--- src/logic/rcd_map.vh ---
// constants for the rgb led command dimmer: bus address, command fields,
// step limits and timing counts.
// assumes a 100 MHz core clock; included by bare name from every design file.
`ifndef RCD_MAP_VH
`define RCD_MAP_VH

// target address and direction bit of the first byte
`define RCD_ADDR          7'h38
`define RCD_RW_WRITE      1'b0
`define RCD_BITS_PER_BYTE 4'h8

// command byte layout: selector on top, operand below
`define RCD_SEL_HI        7
`define RCD_SEL_LO        5
`define RCD_VAL_HI        4
`define RCD_VAL_LO        0

// selector codes
`define RCD_SEL_SHUTDOWN  3'h0
`define RCD_SEL_PEAK      3'h1
`define RCD_SEL_DUTY1     3'h2
`define RCD_SEL_DUTY2     3'h3
`define RCD_SEL_DUTY3     3'h4
`define RCD_SEL_RISE      3'h5
`define RCD_SEL_FALL      3'h6
`define RCD_SEL_RUN       3'h7

// reset value and limits of the 5-bit value registers
`define RCD_RESET_VAL     5'h00
`define RCD_STEP_MAX      5'h1e
`define RCD_DUTY_FULL     5'h1f
`define RCD_TIME_MIN      5'h01

// timing: core clock, millisecond tick, step unit, duty period
`define RCD_CLK_KHZ       100000
`define RCD_TICK_MS       1
`define RCD_TICK_CYC      (`RCD_CLK_KHZ * `RCD_TICK_MS)
`define RCD_STEP_UNIT_MS  8
`define RCD_STEP_UNIT_TICKS (`RCD_STEP_UNIT_MS / `RCD_TICK_MS)
`define RCD_PWM_HZ        2100
`define RCD_PWM_SLOTS     32
`define RCD_PWM_SLOT_CYC  ((`RCD_CLK_KHZ * 1000) / (`RCD_PWM_HZ * `RCD_PWM_SLOTS))

`endif

--- src/logic/rcd_tick.v ---
// rcd_tick: free divider that pulses tick_out for one cycle every DIV cycles.
// assumes DIV is at least 2 and fits in 17 bits; clr_in restarts the count.
`include "rcd_map.vh"

module rcd_tick
#(
	parameter DIV = 2	// cycles between ticks
)
(
	input  wire mclk_in,
	input  wire rst_n_in,
	input  wire clr_in,
	output reg  tick_out
);

	localparam integer LAST_I = DIV - 1;	// terminal count, full width
	localparam [16:0]  LAST   = LAST_I[16:0];	// terminal count at counter width

	reg [16:0] cnt_r;	// cycles since the last tick

	// count up, wrap at the terminal value and pulse once
	always @(posedge mclk_in)
	begin
		if (!rst_n_in || clr_in)
		begin
			cnt_r    <= 17'h00000;
			tick_out <= 1'b0;
		end
		else if (cnt_r == LAST)
		begin
			cnt_r    <= 17'h00000;
			tick_out <= 1'b1;
		end
		else
		begin
			cnt_r    <= cnt_r + 17'h00001;
			tick_out <= 1'b0;
		end
	end

endmodule

--- src/logic/rcd_pwm.v ---
// rcd_pwm: one duty channel; compares a shared 32-slot phase with the duty.
// assumes slot_in walks 0..31 at the duty slot rate from the top module.
`include "rcd_map.vh"

module rcd_pwm
(
	input  wire       mclk_in,
	input  wire       rst_n_in,
	input  wire [4:0] slot_in,
	input  wire [4:0] duty_in,
	output reg        on_out
);

	// zero keeps the led dark, full scale keeps it lit through every slot;
	// without the full-scale term slot 31 would blink the led off once a period
	always @(posedge mclk_in)
	begin
		if (!rst_n_in)
			on_out <= 1'b0;
		else
			on_out <= (duty_in == `RCD_DUTY_FULL) || (slot_in < duty_in);
	end

endmodule

--- src/logic/rcd_top.v ---
// rcd_top: two-wire command receiver, value registers, gradual dimming
// sequencer and three duty generators of the rgb led driver.
// assumes scl/sda arrive raw from pins; sda is open drain, the pad pulls it up.
//
// How it works
// - answer only address 011 1000
// - frame is address byte plus one command
// - bits 7:5 select, bits 4:0 operand
// - selector 000 shuts down, current zero
// - selector 001 loads shared peak step
// - peak step applies directly at acknowledge
// - selectors 010/011/100 load led duties
// - 101 rise target, 110 fall target
// - 111 stores step time, starts dimming
// - duration is step time times steps
// - step walks to target, exponential current
// - a run spans one to thirty-one steps
// - clamp steps, no uncontrolled state
// - each value register has own frame
// - step count is absolute position difference; code gives zero steps if the target is on the wrong side
// - direction follows last target register written
// - duty zero off, full on, 32 slots
// - step zero gives zero current
`include "rcd_map.vh"

module rcd_top
#(
	parameter TICK_CYCLES = `RCD_TICK_CYC	// cycles per millisecond tick
)
(
	input  wire       mclk_in,
	input  wire       rst_n_in,
	input  wire       scl_in,
	input  wire       sda_in,
	output reg        sda_out,
	output reg        sda_oe_n_out,
	output wire       led1_on_out,
	output wire       led2_on_out,
	output wire       led3_on_out,
	output reg  [4:0] current_step_out,
	output reg        dimming_busy_out
);

	// receiver phases
	localparam [1:0] ST_IDLE = 2'b00;	// no frame open
	localparam [1:0] ST_ADDR = 2'b01;	// taking the address byte
	localparam [1:0] ST_CMD  = 2'b10;	// taking the command byte
	localparam [1:0] ST_SKIP = 2'b11;	// not ours or surplus bytes

	// pin synchronisers and filtered levels
	reg  [2:0] scl_sync_r;	// three-stage scl chain
	reg  [2:0] sda_sync_r;	// three-stage sda chain
	reg        scl_lvl_r;	// accepted scl level
	reg        sda_lvl_r;	// accepted sda level
	reg        scl_old_r;	// scl level one cycle back
	reg        sda_old_r;	// sda level one cycle back

	// receiver state
	reg  [1:0] phase_r;	// receiver phase
	reg  [3:0] bit_cnt_r;	// bits taken in this byte
	reg  [7:0] shift_r;	// incoming byte, msb first
	reg        ack_slot_r;	// inside the ninth clock
	reg        cmd_stb_r;	// one-cycle command strobe
	reg  [7:0] cmd_r;	// accepted command byte

	// value registers
	reg  [4:0] peak_current_step_r;	// last peak step written
	reg  [4:0] led1_duty_r;	// duty of led 1
	reg  [4:0] led2_duty_r;	// duty of led 2
	reg  [4:0] led3_duty_r;	// duty of led 3
	reg  [4:0] rise_target_step_r;	// upward end target
	reg  [4:0] fall_target_step_r;	// downward end target
	reg  [4:0] step_time_and_run_r;	// time per step in 8 ms units
	reg        dir_up_r;	// direction of the next run

	// sequencer state
	reg  [4:0] cur_step_r;	// present step position
	reg  [4:0] steps_left_r;	// steps still to walk
	reg  [7:0] ms_cnt_r;	// ms ticks within this step
	reg        run_r;	// dimming in progress
	reg        tick_clr_r;	// restarts the ms divider
	reg  [4:0] pwm_slot_r;	// shared duty phase

	// edge events on the filtered levels
	wire       scl_rise;
	wire       scl_fall;
	wire       start_det;
	wire       stop_det;

	// decoded command fields
	wire [2:0] cmd_sel;
	wire [4:0] cmd_val;

	// run set-up terms
	wire [4:0] tgt_raw;
	wire [4:0] tgt_clamp;
	wire       wrong_way;
	wire [4:0] run_span;
	wire [4:0] time_val;
	wire [31:0] step_ticks_w;
	wire [7:0] step_ticks;
	wire [7:0] ms_cnt_inc;

	// divider outputs and duty channel wiring
	wire       ms_tick;
	wire       slot_tick;
	wire [2:0] led_on;
	wire [14:0] duty_bus;

	// absolute distance between two step positions
	function [4:0] abs_diff;
		input [4:0] a;
		input [4:0] b;
		begin
			if (a > b)
				abs_diff = a - b;
			else
				abs_diff = b - a;
		end
	endfunction

	// raw pins pass three flops; a new level counts once stages two and
	// three agree, which rejects a single-cycle glitch on the slow bus
	always @(posedge mclk_in)
	begin
		if (!rst_n_in)
		begin
			scl_sync_r <= 3'h7;
			sda_sync_r <= 3'h7;
			scl_lvl_r  <= 1'b1;
			sda_lvl_r  <= 1'b1;
			scl_old_r  <= 1'b1;
			sda_old_r  <= 1'b1;
		end
		else
		begin
			scl_sync_r <= {scl_sync_r[1:0], scl_in};
			sda_sync_r <= {sda_sync_r[1:0], sda_in};
			if (scl_sync_r[1] == scl_sync_r[2])
				scl_lvl_r <= scl_sync_r[2];
			if (sda_sync_r[1] == sda_sync_r[2])
				sda_lvl_r <= sda_sync_r[2];
			scl_old_r <= scl_lvl_r;
			sda_old_r <= sda_lvl_r;
		end
	end

	// both lines share the same delay, so start and stop stay ordered
	assign scl_rise  = scl_lvl_r & ~scl_old_r;
	assign scl_fall  = ~scl_lvl_r & scl_old_r;
	assign start_det = scl_lvl_r & scl_old_r & ~sda_lvl_r & sda_old_r;
	assign stop_det  = scl_lvl_r & scl_old_r & sda_lvl_r & ~sda_old_r;

	// byte receiver: samples on scl rise, drives the acknowledge on scl fall
	always @(posedge mclk_in)
	begin
		if (!rst_n_in)
		begin
			phase_r      <= ST_IDLE;
			bit_cnt_r    <= 4'h0;
			shift_r      <= 8'h00;
			ack_slot_r   <= 1'b0;
			cmd_stb_r    <= 1'b0;
			cmd_r        <= 8'h00;
			sda_out      <= 1'b0;
			sda_oe_n_out <= 1'b1;
		end
		else
		begin
			cmd_stb_r <= 1'b0;
			sda_out   <= 1'b0;
			if (start_det)
			// a start, repeated or not, always reopens the address phase
			begin
				phase_r      <= ST_ADDR;
				bit_cnt_r    <= 4'h0;
				ack_slot_r   <= 1'b0;
				sda_oe_n_out <= 1'b1;
			end
			else if (stop_det)
			// stop closes the frame and lets go of the line
			begin
				phase_r      <= ST_IDLE;
				bit_cnt_r    <= 4'h0;
				ack_slot_r   <= 1'b0;
				sda_oe_n_out <= 1'b1;
			end
			else if (scl_rise && phase_r != ST_IDLE && !ack_slot_r)
			// data bit, most significant first
			begin
				shift_r   <= {shift_r[6:0], sda_lvl_r};
				bit_cnt_r <= bit_cnt_r + 4'h1;
			end
			else if (scl_fall && phase_r != ST_IDLE)
			begin
				if (ack_slot_r)
				// end of the ninth clock: release and start the next byte
				begin
					ack_slot_r   <= 1'b0;
					bit_cnt_r    <= 4'h0;
					sda_oe_n_out <= 1'b1;
				end
				else if (bit_cnt_r == `RCD_BITS_PER_BYTE)
				begin
					ack_slot_r <= 1'b1;
					case (phase_r)
						ST_ADDR:
						begin
							// a read address gets no answer: nothing to send back
							if (shift_r[7:1] == `RCD_ADDR && shift_r[0] == `RCD_RW_WRITE)
							begin
								sda_oe_n_out <= 1'b0;
								phase_r      <= ST_CMD;
							end
							else
								phase_r <= ST_SKIP;
						end
						ST_CMD:
						begin
							// acknowledge the command and act on it right now
							sda_oe_n_out <= 1'b0;
							cmd_stb_r    <= 1'b1;
							cmd_r        <= shift_r;
							phase_r      <= ST_SKIP;
						end
						default:
						begin
							// surplus bytes are left unanswered and unused
							sda_oe_n_out <= 1'b1;
						end
					endcase
				end
			end
		end
	end

	// command fields
	assign cmd_sel = cmd_r[`RCD_SEL_HI:`RCD_SEL_LO];
	assign cmd_val = cmd_r[`RCD_VAL_HI:`RCD_VAL_LO];

	// target of the next run, held to the top usable step
	assign tgt_raw   = dir_up_r ? rise_target_step_r : fall_target_step_r;
	assign tgt_clamp = (tgt_raw > `RCD_STEP_MAX) ? `RCD_STEP_MAX : tgt_raw;
	// a target on the wrong side of the present step yields no movement
	assign wrong_way = dir_up_r ? (tgt_clamp < cur_step_r) : (tgt_clamp > cur_step_r);
	assign run_span  = wrong_way ? 5'h00 : abs_diff(cur_step_r, tgt_clamp);
	// a zero step time would make steps vanish; take one unit instead
	assign time_val  = (cmd_val == 5'h00) ? `RCD_TIME_MIN : cmd_val;

	// length of one step in ms ticks; no divider anywhere in the chain
	assign step_ticks_w = step_time_and_run_r * `RCD_STEP_UNIT_TICKS;
	assign step_ticks   = step_ticks_w[7:0];
	assign ms_cnt_inc   = ms_cnt_r + 8'h01;

	// command execution and the dimming sequencer share the step register;
	// a new command always wins over a step falling due in the same cycle
	always @(posedge mclk_in)
	begin
		if (!rst_n_in)
		begin
			peak_current_step_r <= `RCD_RESET_VAL;
			led1_duty_r         <= `RCD_RESET_VAL;
			led2_duty_r         <= `RCD_RESET_VAL;
			led3_duty_r         <= `RCD_RESET_VAL;
			rise_target_step_r  <= `RCD_RESET_VAL;
			fall_target_step_r  <= `RCD_RESET_VAL;
			step_time_and_run_r <= `RCD_RESET_VAL;
			dir_up_r            <= 1'b0;
			cur_step_r          <= `RCD_RESET_VAL;
			steps_left_r        <= 5'h00;
			ms_cnt_r            <= 8'h00;
			run_r               <= 1'b0;
			tick_clr_r          <= 1'b0;
		end
		else
		begin
			tick_clr_r <= 1'b0;
			if (cmd_stb_r)
			begin
				// every value register has its own selector and frame
				case (cmd_sel)
					`RCD_SEL_SHUTDOWN:
					begin
						// operand ignored; step zero means no led current
						cur_step_r <= 5'h00;
						run_r      <= 1'b0;
					end
					`RCD_SEL_PEAK:
					begin
						// shared by all three leds, taken at once
						peak_current_step_r <= cmd_val;
						cur_step_r          <= cmd_val;
						run_r               <= 1'b0;
					end
					`RCD_SEL_DUTY1:
						led1_duty_r <= cmd_val;
					`RCD_SEL_DUTY2:
						led2_duty_r <= cmd_val;
					`RCD_SEL_DUTY3:
						led3_duty_r <= cmd_val;
					`RCD_SEL_RISE:
					begin
						rise_target_step_r <= cmd_val;
						dir_up_r           <= 1'b1;
					end
					`RCD_SEL_FALL:
					begin
						fall_target_step_r <= cmd_val;
						dir_up_r           <= 1'b0;
					end
					default:
					begin
						// store the step time and launch from the present step
						step_time_and_run_r <= time_val;
						steps_left_r        <= run_span;
						run_r               <= (run_span != 5'h00);
						ms_cnt_r            <= 8'h00;
						tick_clr_r          <= 1'b1;
					end
				endcase
			end
			// a tick that left the divider just before its restart would cut
			// the first step short, so the cycle after a launch ignores it
			else if (run_r && ms_tick && !tick_clr_r)
			begin
				if (ms_cnt_inc == step_ticks)
				// one step is due: move one position toward the target
				begin
					ms_cnt_r     <= 8'h00;
					steps_left_r <= steps_left_r - 5'h01;
					if (dir_up_r)
						cur_step_r <= cur_step_r + 5'h01;
					else
						cur_step_r <= cur_step_r - 5'h01;
					if (steps_left_r == 5'h01)
						run_r <= 1'b0;
				end
				else
					ms_cnt_r <= ms_cnt_inc;
			end
		end
	end

	// the analog mirror turns each position into a current; walking the
	// positions evenly therefore gives the exponential brightness curve
	always @(posedge mclk_in)
	begin
		if (!rst_n_in)
		begin
			current_step_out <= 5'h00;
			dimming_busy_out <= 1'b0;
		end
		else
		begin
			current_step_out <= cur_step_r;
			dimming_busy_out <= run_r;
		end
	end

	// shared duty phase: 32 slots make one period near 2.1 kHz
	always @(posedge mclk_in)
	begin
		if (!rst_n_in)
			pwm_slot_r <= 5'h00;
		else if (slot_tick)
			pwm_slot_r <= pwm_slot_r + 5'h01;
	end

	// millisecond tick, restarted at each run so the first step is full
	rcd_tick
	#(
		.DIV(TICK_CYCLES)
	)
	u_ms_tick
	(
		.mclk_in  (mclk_in),
		.rst_n_in (rst_n_in),
		.clr_in   (tick_clr_r),
		.tick_out (ms_tick)
	);

	// duty slot tick
	rcd_tick
	#(
		.DIV(`RCD_PWM_SLOT_CYC)
	)
	u_slot_tick
	(
		.mclk_in  (mclk_in),
		.rst_n_in (rst_n_in),
		.clr_in   (1'b0),
		.tick_out (slot_tick)
	);

	// three identical duty channels
	assign duty_bus = {led3_duty_r, led2_duty_r, led1_duty_r};

	genvar gi;
	generate
		for (gi = 0; gi < 3; gi = gi + 1)
		begin : g_led
			rcd_pwm u_pwm
			(
				.mclk_in  (mclk_in),
				.rst_n_in (rst_n_in),
				.slot_in  (pwm_slot_r),
				.duty_in  (duty_bus[gi*5 +: 5]),
				.on_out   (led_on[gi])
			);
		end
	endgenerate

	assign led1_on_out = led_on[0];
	assign led2_on_out = led_on[1];
	assign led3_on_out = led_on[2];

endmodule

--- config.mk ---
export PLATFORM = sky130hd
export DESIGN_NAME = rcd_top
export DESIGN_NICKNAME = d
export VERILOG_FILES = /design/src/logic/rcd_tick.v /design/src/logic/rcd_pwm.v /design/src/logic/rcd_top.v
export VERILOG_INCLUDE_DIRS = /design/src /design/src/logic
export SDC_FILE = /design/constraint.sdc
export NUM_CORES = 1
export LEC_CHECK = 0
export CAP_MARGIN = 25
export CORE_ASPECT_RATIO = 0.8
export CORE_MARGIN = 2
export CORE_UTILIZATION = 39
export CTS_CLUSTER_SIZE = 28
export DETAILED_ROUTE_END_ITERATION = 7
export DONT_BUFFER_PORTS = 1
export GPL_TIMING_DRIVEN = 0
export PLACE_DENSITY = 0.65
export SYNTH_ARGS = -nofsm -noshare
export SYNTH_HDL_FRONTEND = slang
export SYNTH_SLANG_ARGS = --single-unit
--- constraint.sdc ---
create_clock -name mclk_in -period 4.8 [get_ports mclk_in]
set_input_delay 0.96 -clock mclk_in [delete_from_list [all_inputs] [get_ports mclk_in]]
set_output_delay 0.96 -clock mclk_in [all_outputs]
set_load 0.01 [all_outputs]
* After elaboration in Yosys (flattened, before gate mapping) *
Index checks and enable logic that the tools add are counted.

operators by class
  equal/unequal tests = 25
  mux-type cells = 46
  bitwise gates (word level) = 20
  order comparisons = 7
  add/subtract/negate cells = 10
  reduce and logical (&&, ||, !) cells = 54

operators by type and width
  kind                     number
  $mux W5                  13
  $add A17 B1 Y17 const B  2
  $mux W8                  4
  $reduce_and A2 Y1        11
  $mux W1                  21
  $lt A5 B5 Y1             4
  $reduce_bool A2 Y1       9
  $eq A17 B11 Y1 const B   1
  $eq A17 B17 Y1 const B   1
  $eq A5 B5 Y1 const B     3
  $reduce_or A7 Y1         2
  $not A1 Y1               13
  $mux W4                  3
  $add A5 B1 Y5 const B    2
  $gt A5 B5 Y1             2
  $pmux W5 S2              1
  $reduce_and A5 Y1        2
  $sub A5 B1 Y5 const B    2
  $sub A5 B5 Y5            2
  $eq A3 B3 Y1 const B     3
  $reduce_and A3 Y1        3
  $add A8 B1 Y8 const B    1
  $eq A8 B8 Y1             1
  $reduce_and A4 Y1        2
  other kinds (28)         54

storage, ports and cells
  logic and storage cells = 198
  output and inout bits = 11
  flip-flop bits (word level) = 136
  bits of input ports = 4

* Longest topological paths before layout *
Gate-level depths: netlist of run 1.

  depth in word-level cells = 10
  depth in mapped cells = 13

* By module *
Synthesis of run 1 repeated with hierarchy kept, for this count alone.

second synthesis, totals
  cell total of the unflattened synthesis = 796
  area total of the unflattened synthesis = 7,028.0 um^2

modules (own cells, without submodules)
  module                  sequential area each (um^2)  area each (um^2)  times used  cells each
  rcd_top                 1,941.9                      5,024.8           1           565
  rcd_tick (u_ms_tick)    360.3                        792.0             1           88
  rcd_tick (u_slot_tick)  360.3                        790.8             1           89
  rcd_pwm                 20.0                         140.1             3           18

* Worst setup path after synthesis of run 1 *
Ideal clock, no wire load.

  path kind = reg-to-reg
  start point = reg dir_up_r
  end point = reg run_r
  arrival = 2.835 ns
  library setup time = 0.123 ns
  period minus slack after synthesis = 2.959 ns
  setup slack = 1.841 ns
  path buffers = 1
  cell stages (with the launch flop) = 13
  cell sequence = dfxtp_1 -> clkbuf_1 -> mux2i_1 -> o41ai_1 -> inv_1 -> ha_1 -> nand2b_1 -> a211oi_1 -> o22ai_2 -> mux2_1 -> mux2i_1 -> nor4bb_1 -> o21ai_1

on the way
  word-level cells in the longest chain between the ends = 9

ends and longest elaborated chain
  item                                         RTL line                      text
  start: declaration                           rcd_top.v:74                  reg dir_up_r;
  start signal: assignment                     rcd_top.v:268                 dir_up_r <= 1'b0;
  start signal: assignment                     rcd_top.v:304                 dir_up_r <= 1'b1;
  start signal: assignment                     rcd_top.v:309                 dir_up_r <= 1'b0;
  $mux W5                                      rcd_top.v:242                 assign tgt_raw = dir_up_r ? rise_target_step_r : fall_target_step_r;
  $gt A5 B5 Y1 (no line)                       -
  $mux W5                                      rcd_top.v:243                 assign tgt_clamp = (tgt_raw > `RCD_STEP_MAX) ? `RCD_STEP_MAX : tgt_raw;
  $sub A5 B5 Y5, or another cell as far along  rcd_top.v:118                 abs_diff = b - a;
  $mux W5 / $mux W1 (equally long branches)    rcd_top.v:115, rcd_top.v:245
  $mux W5 (*)                                  rcd_top.v:246                 assign run_span = wrong_way ? 5'h00 : abs_diff(cur_step_r, tgt_clamp);
  $reduce_bool A5 Y1 (*)                       rcd_top.v:316                 run_r <= (run_span != 5'h00);
  $pmux W1 S2 (*)                              rcd_top.v:281                 case (cmd_sel)
  $mux W1 (*)                                  rcd_top.v:278                 if (cmd_stb_r)
  end signal: assignment                       rcd_top.v:316
  end: declaration                             rcd_top.v:80                  reg run_r;

Mark *: on every way between the ends. The rest lies on a longest branch, timed or not.
A chain may end at the register's enable or synchronous reset.

* Final worst setup path of run 1 *
Ends and elaborated chain as after synthesis.

==> results.py, run 1 <==
metrics = {
    "status": {
        "run_status": "completed",
    },
    "floorplan": {
        "core_um2": 16610,
        "top_level_ports": 15,
        "num_rows": 42,
        "die_w_um": 149.8,
        "fp.dieH_um": 120.7,
        "initial_core_util": 0.3996,
        "die_area_um2": 18080,
    },
    "worst_setup_path": {
        "worst_r2r_endpoint": "run_r$_SDFFE_PN0P_",
        "ff2ff_setup_slack_ns": 1.12,
        "crit_required_ns": 5.11,
        "worst-setup-path-type": "flip-flop to flip-flop",
        "r2r_start": "dir_up_r$_SDFFE_PN0P_",
        "maximum_fanout_along_the_worst_path": 8,
        "timing.critical_path.from_type": "flip-flop",
        "timing.critical_path.to_type": "flip-flop",
        "critical_path_arrival_ns": 3.99,
        "reg2reg_depth": 11,
    },
    "sta": {
        "hold_viol_final": 0,
        "finalSetupViolations": 0,
        "layout_min_cycle_time_ns": 3.684,
        "max_freq_mhz": 271.5,
        "finalMaxSlewViolations": 0,
        "setup-tns-final_ns": 0,
        "setup_slack_ns": 1.116,
        "slew_at_the_pin_closest_to_its_max_slew_limit_ns": 0.8930,
        "timing.slew.headroom": 0.3963,
        "fin_worst_skew_ns": 0.01118,
        "rsz0062_at_grt": "no",
        "final_min_period_over_clock_period": 0.7674,
    },
    "worst_hold_path": {
        "whs_endpoint": "sda_sync_r[1]$_SDFF_PN1_",
        "holdPathStages": 1,
        "timing.hold.worst.start": "sda_sync_r[0]$_SDFF_PN1_",
        "hold_path_class": "flip-flop to flip-flop",
    },
    "power_and_ir_drop": {
        "power.ir.vdd_worst_mv": 0.2536,
        "post-layout-total-power_w": 0.002467,
        "comb_power_share": 0.017,
        "cellPowerDensity_nw_per_um2": 329.3,
        "total_switching_power_w": 0.0005900,
        "seq_power_share": 0.462,
        "switching_share": 0.2391,
        "clkPwrFrac": 0.522,
        "static_leakage_nw": 2.844,
        "power_report.internal_total_w": 0.001877,
    },
    "flow_run": {
        "timing.max_cap.violations": 0,
    },
    "routing": {
        "aggregate_routed_wire_length_mm": 14.15,
        "detail-route-antenna-nets": 0,
        "initialDrtViolationCount": 349,
        "routed_via_density": 5.157,
        "drt_first_pass_iters": 5,
        "drc": 0,
        "wl_per_cell_um": 13.78,
        "routed-via-count": 5296,
    },
    "cells_and_area": {
        "area_growth_pct": 12.90,
        "instances_no_fill": 1027,
        "ant_cells": 0,
        "nets": 837,
        "finish.instance_area_um2": 7492,
        "share_of_post_route_cells_with_drive_strength_above_1": 0.06815,
    },
    "clock_tree": {
        "cts-hold-fix-buffers": 0,
        "clkLatencyLatePin_ns": 0.43,
        "clock_tree.buffer_depth": 2,
        "cts_tree": "yes",
        "htree_num_levels": 4,
        "cts.reportedPaths.clkPinSlew_ns": 0.07,
        "cts_inserted_buffers": 17,
        "postCtsSetupBuffers": 0,
        "cts.root.buffer_cell": "sky130_fd_sc_hd__clkbuf_16",
        "cts_num_sinks": 136,
        "number_of_instances_resized_during_post_cts_repair": 0,
    },
    "place": {
        "gp_congestion": 0.8416,
        "dp.final_hpwl_mm": 9.871,
        "placedInstanceArea_um2": 6912,
        "placed_cells": 995,
        "post-place-ws_ns": 1.167,
        "numPortBuffers": 0,
    },
    "synth": {
        "yosysUniqueCellTypes": 66,
        "synth.cell_area_um2": 6636,
        "synth_top_area_frac": 0.4103,
        "synth_area_per_cell_um2": 8.563,
        "gate_count_post_synth": 775,
        "synth_seq_area_share": 0.4103,
        "ys_top_cells_by_area": "sky130_fd_sc_hd__dfxtp_1, sky130_fd_sc_hd__ha_1, sky130_fd_sc_hd__nor2_1, sky130_fd_sc_hd__mux2i_1, sky130_fd_sc_hd__a21oi_1",
        "synth_edf_count": 0,
        "ys_ff_latch": 136,
        "synth_largest_area_cell": "sky130_fd_sc_hd__dfxtp_1",
        "asr_flop_ratio_synth": 0,
        "synth_warnings": 0,
        "synth_top_flop_cell": "sky130_fd_sc_hd__dfxtp_1",
        "postSynthNetCount": 818,
    },
    "global_routing": {
        "grt_first_pass_wirelength_mm": 23.48,
        "grt_antenna_before_repair": 0,
        "vias_in_the_first_global_route": 4690,
        "gr-total-overflow": 0,
        "largest_net_degree_at_the_start_of_global_routing": 17,
        "grt_use_total": 0.1642,
    },
}
## flip-flops by register name (all words and copies together), names as in the netlist, 4 cells and up
register / count
bit_cnt_r: 4
cmd_r: 8
cur_step_r: 5
current_step_out: 5
fall_target_step_r: 5
led1_duty_r: 5
led2_duty_r: 5
led3_duty_r: 5
ms_cnt_r: 8
pwm_slot_r: 5
rise_target_step_r: 5
shift_r: 8
step_time_and_run_r: 5
steps_left_r: 5
u_ms_tick.cnt_r: 17
u_slot_tick.cnt_r: 17
## kinds of logic after synthesis
| family | synth area share |
|---|---|
| XOR/XNOR | 0.06052 |
| adder cells (fa/ha/maj) | 0.07692 |
| multiplexers | 0.05468 |
| buffers and inverters | 0.04506 |
| flip-flops | 0.4103 |
| other | 0.0005651 |
| AO/OA/AOI/OAI | 0.1210 |
| AND/OR/NAND/NOR | 0.2310 |
## cells in the mapped netlist, drive strengths merged (15+ instances only)
cell type  count
mux2i         34
xor2          26
nand2         63
nand2b        21
xnor2         19
ha            36
dfxtp        136
and3          15
inv           41
nor2         120
a21oi         50
nand3         33
clkbuf        26
## worst max path at each step
| stage | from | to | slack (ns) | depth (start not counted) |
|---|---|---|---|---|
| global placement | dir_up_r$_SDFFE_PN0P_ | run_r$_SDFFE_PN0P_ | 1.20 | 11 |
| floorplan | dir_up_r$_SDFFE_PN0P_ | run_r$_SDFFE_PN0P_ | 1.84 | 12 |
| finish | dir_up_r$_SDFFE_PN0P_ | run_r$_SDFFE_PN0P_ | 1.12 | 11 |
| detailed placement | dir_up_r$_SDFFE_PN0P_ | run_r$_SDFFE_PN0P_ | 1.17 | 11 |
| global route | dir_up_r$_SDFFE_PN0P_ | run_r$_SDFFE_PN0P_ | 0.90 | 11 |
| CTS | dir_up_r$_SDFFE_PN0P_ | run_r$_SDFFE_PN0P_ | 1.15 | 11 |
## per-stage QoR
step	hold slack (ns)	util
3_5_place_dp	0.3948	0.4162
6_report	0.4089	0.4512
5_1_grt	0.4202	0.4512
2_1_floorplan	0.3863	-
4_1_cts	0.4105	0.4512
3_3_place_gp	0.3918	0.4162
## worst max-delay path: stages (launching register included)
cell and delay (ns):
sky130_fd_sc_hd__dfxtp_1 0.30, sky130_fd_sc_hd__clkbuf_1 0.38, sky130_fd_sc_hd__mux2i_1 0.30, sky130_fd_sc_hd__o41ai_1 0.59
sky130_fd_sc_hd__inv_1 0.10, sky130_fd_sc_hd__ha_1 0.37, sky130_fd_sc_hd__nand3_1 0.16, sky130_fd_sc_hd__o22ai_2 0.40
sky130_fd_sc_hd__mux2_1 0.37, sky130_fd_sc_hd__mux2i_1 0.22, sky130_fd_sc_hd__nor4bb_1 0.28, sky130_fd_sc_hd__o21ai_1 0.12
## metal layers
metal / wire, um / share of wire / vias to the layer above / GRT usage
met5: 0 / 0 / - / 0
met4: 181 / 0.013 / 0 / 0.05248
met3: 569 / 0.040 / 18 / 0.04151
met2: 6058 / 0.43 / 81 / 0.2437
met1: 7337 / 0.52 / 2483 / 0.2328
li1: - / - / 2714 / -
## cell type report
cell class	count	area (um2)
Buffer	36	145.1
Clock buffer	17	425.4
Clock inverter	15	155.1
Fill cell	1642	9114
Inverter	41	153.9
Multi-Input combinational cell	562	3615
Sequential cell	136	2723
Tap cell	220	275.3
## cell usage in the layout, fill, tap and decap left out, drive strengths merged, types with 5 or more instances in the layout
| master | synthesis | layout |
|---|---|---|
| o21ai | 14 | 14 |
| xnor2 | 19 | 19 |
| nor3 | 14 | 14 |
| nor2 | 120 | 120 |
| a21oi | 50 | 50 |
| or3 | 5 | 5 |
| ha | 36 | 36 |
| nand2 | 63 | 63 |
| nor4 | 6 | 6 |
| nand4 | 14 | 14 |
| dfxtp | 136 | 136 |
| buf | 10 | 10 |
| mux2i | 34 | 34 |
| xor2 | 26 | 26 |
| nand3 | 33 | 33 |
| a221oi | 5 | 5 |
| nand2b | 21 | 21 |
| clkbuf | 26 | 43 |
| o21a | 5 | 5 |
| a211oi | 10 | 10 |
| a21o | 8 | 8 |
| inv | 41 | 50 |
| and3 | 15 | 15 |
| o22ai | 6 | 6 |
## power by group through the flow
stage                     Clock, W  Combinational (W)  Sequential [W]
after floorplan                  0          0.0000280         0.00116
after global placement           0          0.0000410         0.00116
after detailed placement         0          0.0000410         0.00116
after CTS                  0.00131          0.0000413         0.00114
after global routing       0.00136          0.0000458         0.00114
final                      0.00129          0.0000409         0.00114
Power figures use the tool's default switching activity.
==> run 2: changes to the inputs <==
Clock period 4.8 ns to 3.45 ns, I/O delays scaled along.
==> run 2 against run 1 <==
  * Sequential share of layout area is 0.080 points lower
  * Critical endpoint unchanged
  * Non-clock buffer count shrank 1
  * Worst setup slack got worse by 0.92 ns
  * First-iteration DRC count is 7.2% lower
  * Die area unchanged
  * Critical path depth down 1
==> results.py, run 2 (same netlist as run 1, synthesis figures left out) <==
metrics = {
    "status": {
        "run_status": "completed",
    },
    "cells_and_area": {
        "nets": 836,
        "share_of_post_route_cells_with_drive_strength_above_1": 0.07320,
        "fill_cells": 1642,
        "most_common_library_cell_in_the_layout_ignoring_fill_and_taps": "sky130_fd_sc_hd__dfxtp_1",
        "layout_common_cells": "sky130_fd_sc_hd__dfxtp_1, sky130_fd_sc_hd__nor2_1, sky130_fd_sc_hd__nand2_1",
        "layout_top_registers": "u_ms_tick.cnt_r (17), u_slot_tick.cnt_r (17)",
        "finish.instance_area_um2": 7512,
        "ant_cells": 0,
        "area_growth_pct": 13.20,
    },
    "place": {
        "placedInstanceArea_um2": 6912,
        "gp_congestion": 0.8416,
        "numPortBuffers": 0,
        "dp.final_hpwl_mm": 9.871,
        "post-place-ws_ns": -0.1826,
    },
    "routing": {
        "routed_via_density": 5.135,
        "routed-via-count": 5269,
        "drt_first_pass_iters": 5,
        "detail-route-antenna-nets": 0,
        "aggregate_routed_wire_length_mm": 14.14,
        "wl_per_cell_um": 13.79,
        "drc": 0,
        "initialDrtViolationCount": 324,
    },
    "worst_setup_path": {
        "worst-setup-path-type": "flip-flop to flip-flop",
        "cp-startpoint": "dir_up_r$_SDFFE_PN0P_",
        "critical_path_arrival_ns": 3.56,
        "timing.critical_path.to_type": "flip-flop",
        "r2r_start": "dir_up_r$_SDFFE_PN0P_",
        "crit_required_ns": 3.75,
        "timing.critical_path.from_type": "flip-flop",
        "reg2reg_depth": 10,
        "maximum_fanout_along_the_worst_path": 8,
    },
    "clock_tree": {
        "cts.root.buffer_cell": "sky130_fd_sc_hd__clkbuf_16",
        "number_of_instances_resized_during_post_cts_repair": 1,
        "cts-hold-fix-buffers": 0,
        "postCtsSetupBuffers": 0,
        "clkLatencyLatePin_ns": 0.43,
        "cts.reportedPaths.clkPinSlew_ns": 0.07,
        "clock_tree.buffer_depth": 2,
        "cts_tree": "yes",
        "cts_inserted_buffers": 17,
        "htree_num_levels": 4,
        "cts_num_sinks": 136,
    },
    "sta": {
        "fin_worst_skew_ns": 0.01181,
        "finalMaxSlewViolations": 0,
        "finalSetupViolations": 0,
        "layout_min_cycle_time_ns": 3.255,
        "final_min_period_over_clock_period": 0.9435,
        "rsz0062_at_grt": "no",
        "timing.slew.headroom": 0.3728,
        "max_freq_mhz": 307.2,
        "setup_slack_ns": 0.1948,
        "hold_viol_final": 0,
        "slew_at_the_pin_closest_to_its_max_slew_limit_ns": 0.9278,
    },
    "power_and_ir_drop": {
        "power.ir.vdd_worst_mv": 0.3516,
        "power_report.internal_total_w": 0.002612,
        "comb_power_share": 0.017,
        "clkPwrFrac": 0.521,
        "switching_share": 0.2376,
        "cellPowerDensity_nw_per_um2": 456.0,
        "static_leakage_nw": 2.847,
        "total_switching_power_w": 0.0008139,
        "seq_power_share": 0.463,
    },
    "floorplan": {
        "num_rows": 42,
        "core_um2": 16610,
        "die_w_um": 149.8,
        "die_area_um2": 18080,
        "initial_core_util": 0.3996,
        "top_level_ports": 15,
        "fp.dieH_um": 120.7,
    },
    "worst_hold_path": {
        "holdPathStages": 1,
        "hold_path_class": "primary input to flip-flop",
        "timing.hold.worst.start": "sda_in",
    },
    "global_routing": {
        "grt_use_total": 0.1644,
        "grt_antenna_before_repair": 0,
        "vias_in_the_first_global_route": 4704,
        "gr-total-overflow": 0,
        "largest_net_degree_at_the_start_of_global_routing": 17,
        "grt_first_pass_wirelength_mm": 23.52,
    },
    "flow_run": {
        "timing.max_cap.violations": 0,
    },
}
[run 2: changes by cell type in the layout (fill, tap and decap cells not counted), sizes merged]
| cell | previous run | this run |
|---|---|---|
| clkbuf | 43 | 42 |
[run 2: area by class of cell]
class                      instances  area, um2  area share
multi-input combinational        562       3637      0.4842
sequential                       136       2724      0.3626
clock buffer                      17      425.4     0.05663
tap                              220      275.3     0.03664
clock inverter                    15      155.1     0.02065
inverter                          41      153.9     0.02049
buffer                            35      141.4     0.01882
[run 2: per-stage QoR]
step | utilization | hold WS, ns | setup TNS [ns] | power, W | instances
finish | 0.4524 | 0.3583 | 0 | 0.003426 | 1026
global route | 0.4524 | 0.3451 | 0 | 0.003543 | 1026
CTS | 0.4514 | 0.3416 | 0 | 0.003467 | 1026
detailed placement | 0.4162 | 0.3948 | -0.2091 | 0.001677 | 995
global placement | 0.4162 | 0.3918 | -0.1539 | 0.001677 | 995
floorplan | - | 0.3863 | 0 | 0.001658 | 775
[run 2: final timing paths]
kind	end	slack, ns
worst min-delay path	sda_sync_r[0]$_SDFF_PN1_	0.36
worst max register to register	run_r$_SDFFE_PN0P_	0.19
worst min register to register	sda_sync_r[1]$_SDFF_PN1_	0.41
worst max-delay path	run_r$_SDFFE_PN0P_	0.19
[run 2: power by group through the flow]
stage | Sequential, W | Combinational, W | Clock, W
finish | 0.00158 | 0.0000570 | 0.00178
detailed placement | 0.00162 | 0.0000571 | 0
global route | 0.00159 | 0.0000637 | 0.00189
global placement | 0.00162 | 0.0000570 | 0
CTS | 0.00158 | 0.0000575 | 0.00182
floorplan | 0.00162 | 0.0000390 | 0
[run 2: critical path, stage by stage, from the launching register on]
cell                       delay [ns]
sky130_fd_sc_hd__dfxtp_2         0.45
sky130_fd_sc_hd__mux2i_1         0.39
sky130_fd_sc_hd__inv_1           0.08
sky130_fd_sc_hd__ha_1            0.39
sky130_fd_sc_hd__nand2_1         0.20
sky130_fd_sc_hd__a211oi_1        0.46
sky130_fd_sc_hd__o22ai_4         0.20
sky130_fd_sc_hd__mux2_1          0.35
sky130_fd_sc_hd__mux2i_1         0.21
sky130_fd_sc_hd__nor4bb_1        0.28
sky130_fd_sc_hd__o21ai_1         0.12
[run 2: routing by layer]
metal  track usage  up-vias  routed length, um
met5             0        -                  0
met4       0.05248        0                178
met3       0.04151       17                507
met2        0.2446       67               6013
met1        0.2326     2467               7445
li1              -     2718                  -
==> run 3: changes to the inputs <==
Settings changed: ABC_AREA from default to 1, CORE_ASPECT_RATIO 0.8 to 0.9.
==> run 3 against run 2 <==
  * Sequential power about the same
  * Wire length increased by 4.1%
  * Worst hold slack improved by 0.013 ns
  * Core utilization increased by 0.28 points
  * Cell count increased by 16%
  * Total power increased by 4.6%
  * Global-route usage increased by 0.89 points
  * Clock skew decreased by 0.0046 ns
  * Critical path depth increased by 5
  * Register-to-register slack improved by 0.24 ns
  * Fmax increased by 8.1%
  * Critical path type unchanged
  * Critical endpoint unchanged
  * Largest power group unchanged
  * Highest routed layer unchanged
==> results.py, run 3 <==
metrics = {
    "status": {
        "run_status": "completed",
    },
    "sta": {
        "hold_viol_final": 0,
        "layout_min_cycle_time_ns": 3.013,
        "finalSetupViolations": 0,
        "slew_at_the_pin_closest_to_its_max_slew_limit_ns": 0.6599,
        "timing.slew.headroom": 0.5601,
        "fin_worst_skew_ns": 0.007202,
        "whs_ns": 0.3714,
        "rsz0062_at_grt": "no",
        "setup-tns-final_ns": 0,
        "final_min_period_over_clock_period": 0.8732,
        "max_freq_mhz": 331.9,
        "finalMaxSlewViolations": 0,
    },
    "flow_run": {
        "timing.max_cap.violations": 0,
    },
    "floorplan": {
        "fp.dieH_um": 129.2,
        "die_w_um": 143.1,
        "initial_core_util": 0.4006,
        "num_rows": 45,
        "core_um2": 16950,
        "top_level_ports": 15,
        "die_area_um2": 18480,
    },
    "clock_tree": {
        "clock_tree.buffer_depth": 2,
        "cts_inserted_buffers": 17,
        "number_of_instances_resized_during_post_cts_repair": 0,
        "clkLatencyLatePin_ns": 0.42,
        "cts.root.buffer_cell": "sky130_fd_sc_hd__clkbuf_16",
        "cts.reportedPaths.clkPinSlew_ns": 0.06,
        "cts_num_sinks": 136,
        "htree_num_levels": 4,
        "postCtsSetupBuffers": 0,
        "cts-hold-fix-buffers": 0,
        "cts_tree": "yes",
    },
    "cells_and_area": {
        "ant_cells": 0,
        "finish.utilization": 0.4552,
        "most_common_library_cell_in_the_layout_ignoring_fill_and_taps": "sky130_fd_sc_hd__nand2_1",
        "area_growth_pct": 13.62,
        "layout_common_cells": "sky130_fd_sc_hd__nand2_1, sky130_fd_sc_hd__dfxtp_1, sky130_fd_sc_hd__inv_1",
        "share_of_post_route_cells_with_drive_strength_above_1": 0.07620,
        "nets": 988,
        "layout_top_registers": "u_ms_tick.cnt_r (17), u_slot_tick.cnt_r (17)",
    },
    "synth": {
        "synth.cell_area_um2": 6789,
        "synth_warnings": 0,
        "ys_top_cells_by_area": "sky130_fd_sc_hd__dfxtp_1, sky130_fd_sc_hd__nand2_1, sky130_fd_sc_hd__inv_1, sky130_fd_sc_hd__ha_1, sky130_fd_sc_hd__a21oi_1",
        "synth_top_area_frac": 0.4010,
        "synth_top_flop_cell": "sky130_fd_sc_hd__dfxtp_1",
        "synth_area_per_cell_um2": 7.332,
        "synth_largest_area_cell": "sky130_fd_sc_hd__dfxtp_1",
        "synth_edf_count": 0,
        "yosysUniqueCellTypes": 47,
        "postSynthNetCount": 969,
        "synth_seq_area_share": 0.4010,
        "synth.cells.most_frequent": "sky130_fd_sc_hd__nand2_1, sky130_fd_sc_hd__dfxtp_1, sky130_fd_sc_hd__inv_1, sky130_fd_sc_hd__nor2_1, sky130_fd_sc_hd__a21oi_1",
        "gate_count_post_synth": 926,
        "ys_ff_latch": 136,
        "asr_flop_ratio_synth": 0,
        "yosys.cell_count.top_type": "sky130_fd_sc_hd__nand2_1",
    },
    "routing": {
        "aggregate_routed_wire_length_mm": 14.72,
        "routed-via-count": 5730,
        "drt_first_pass_iters": 5,
        "detail-route-antenna-nets": 0,
        "wl_per_cell_um": 12.34,
        "routed_via_density": 4.803,
        "drc": 0,
        "initialDrtViolationCount": 315,
    },
    "place": {
        "dp.final_hpwl_mm": 10.46,
        "numPortBuffers": 0,
        "gp_congestion": 0.8708,
    },
    "global_routing": {
        "grt_use_total": 0.1733,
        "vias_in_the_first_global_route": 5444,
        "gr-total-overflow": 0,
        "grt_first_pass_wirelength_mm": 25.81,
        "grt_antenna_before_repair": 0,
        "largest_net_degree_at_the_start_of_global_routing": 17,
    },
    "power_and_ir_drop": {
        "cellPowerDensity_nw_per_um2": 464.6,
        "post-layout-total-power_w": 0.003584,
        "power.ir.vdd_worst_mv": 0.3181,
        "static_leakage_nw": 3.181,
    },
    "worst_setup_path": {
        "crit_required_ns": 3.76,
        "ordered_list_of_cells_on_the_worst_path": "inv_1 > or2_2 > o21ai_0 > inv_1 > nand4_1 > nand2_1 > ha_1 > fa_1 > o21ai_0 > xnor2_1 > nand2_1 > nand3_1 > nand3_1 > a21oi_1 > nor2_1",
        "timing.critical_path.from_type": "flip-flop",
        "cp_slowest_cell": "sky130_fd_sc_hd__fa_1",
        "worst-setup-path-type": "flip-flop to flip-flop",
        "critical-path-max-stage-delay_ns": 0.41,
        "maximum_fanout_along_the_worst_path": 8,
        "critical_path_arrival_ns": 3.32,
        "timing.critical_path.to_type": "flip-flop",
    },
    "worst_hold_path": {
        "hold_path_class": "primary input to flip-flop",
    },
}
-- run 3: cell types whose count changed in the layout (fill, tap and decap cells not counted), sizes merged, moves of 12 or more --
cell	change
nand2b	-21
o21ai	+48
inv	+79
nor3	+18
xnor2	-12
mux2i	-33
xor2	-17
a21oi	+29
nand3	+22
and3	-15
nand2	+96
nor2	-12
-- run 3: report_power, final --
group | switching (W) | internal, W | total [W]
logic | 0.0000404 | 0.0000157 | 0.0000561
clock network | 0.000690 | 0.00125 | 0.00194
registers | 0.00000553 | 0.00158 | 0.00159
-- run 3: area by class of cell --
cell class	instances	area [um2]
fillers	1722	9234
multi-input cells	633	3453
flip-flops and latches	136	2723
inverters	128	480.5
clock buffers	22	464.2
well taps	235	294.0
clock inverters	10	166.4
plain buffers	29	132.6
-- run 3: layer usage --
| layer | global-route usage | part of all wire | up-vias |
|---|---|---|---|
| met4 | 0.04485 | 0.0097 | 0 |
| li1 | - | - | 3090 |
| met1 | 0.2430 | 0.54 | 2568 |
| met5 | 0 | 0 | - |
| met2 | 0.2626 | 0.42 | 60 |
| met3 | 0.04952 | 0.031 | 12 |
-- run 3: path summary, 6_finish.rpt --
check	from	end	slack (ns)	depth (start not counted)
worst max-delay path	dir_up_r$_SDFFE_PN0P_	run_r$_SDFFE_PN0P_	0.44	15
worst min-delay path	sda_in	sda_sync_r[0]$_SDFF_PN1_	0.37	1
worst max register to register	dir_up_r$_SDFFE_PN0P_	run_r$_SDFFE_PN0P_	0.44	15
worst min register to register	scl_sync_r[0]$_SDFF_PN1_	scl_sync_r[1]$_SDFF_PN1_	0.41	1
-- run 3: worst max-delay path, delay by kind of cell, from the launching register on --
family	cells	cell delay [ns]
simple gates	7	0.89
compound gates	3	0.60
buf+inv	2	0.33
flops	1	0.32
fa+ha+maj	2	0.63
xor+xnor	1	0.15
-- run 3: cells by family after synthesis --
family | after synthesis | synth area share
buffers and inverters | 157 | 0.09030
multiplexers | 1 | 0.001474
other | 1 | 0.0005524
adder cells (fa/ha/maj) | 39 | 0.07519
AO/OA/AOI/OAI | 174 | 0.1397
flip-flops | 136 | 0.4010
XOR/XNOR | 16 | 0.02064
AND/OR/NAND/NOR | 402 | 0.2711
-- run 3: through the flow --
step	area [um2]	std cells	worst slack, ns
2_1_floorplan	6789	926	0.8959
3_3_place_gp	7083	1161	0.4683
3_5_place_dp	7083	1161	0.4520
4_1_cts	7714	1193	0.4434
5_1_grt	7714	1193	0.1445
6_report	7714	1193	0.4373
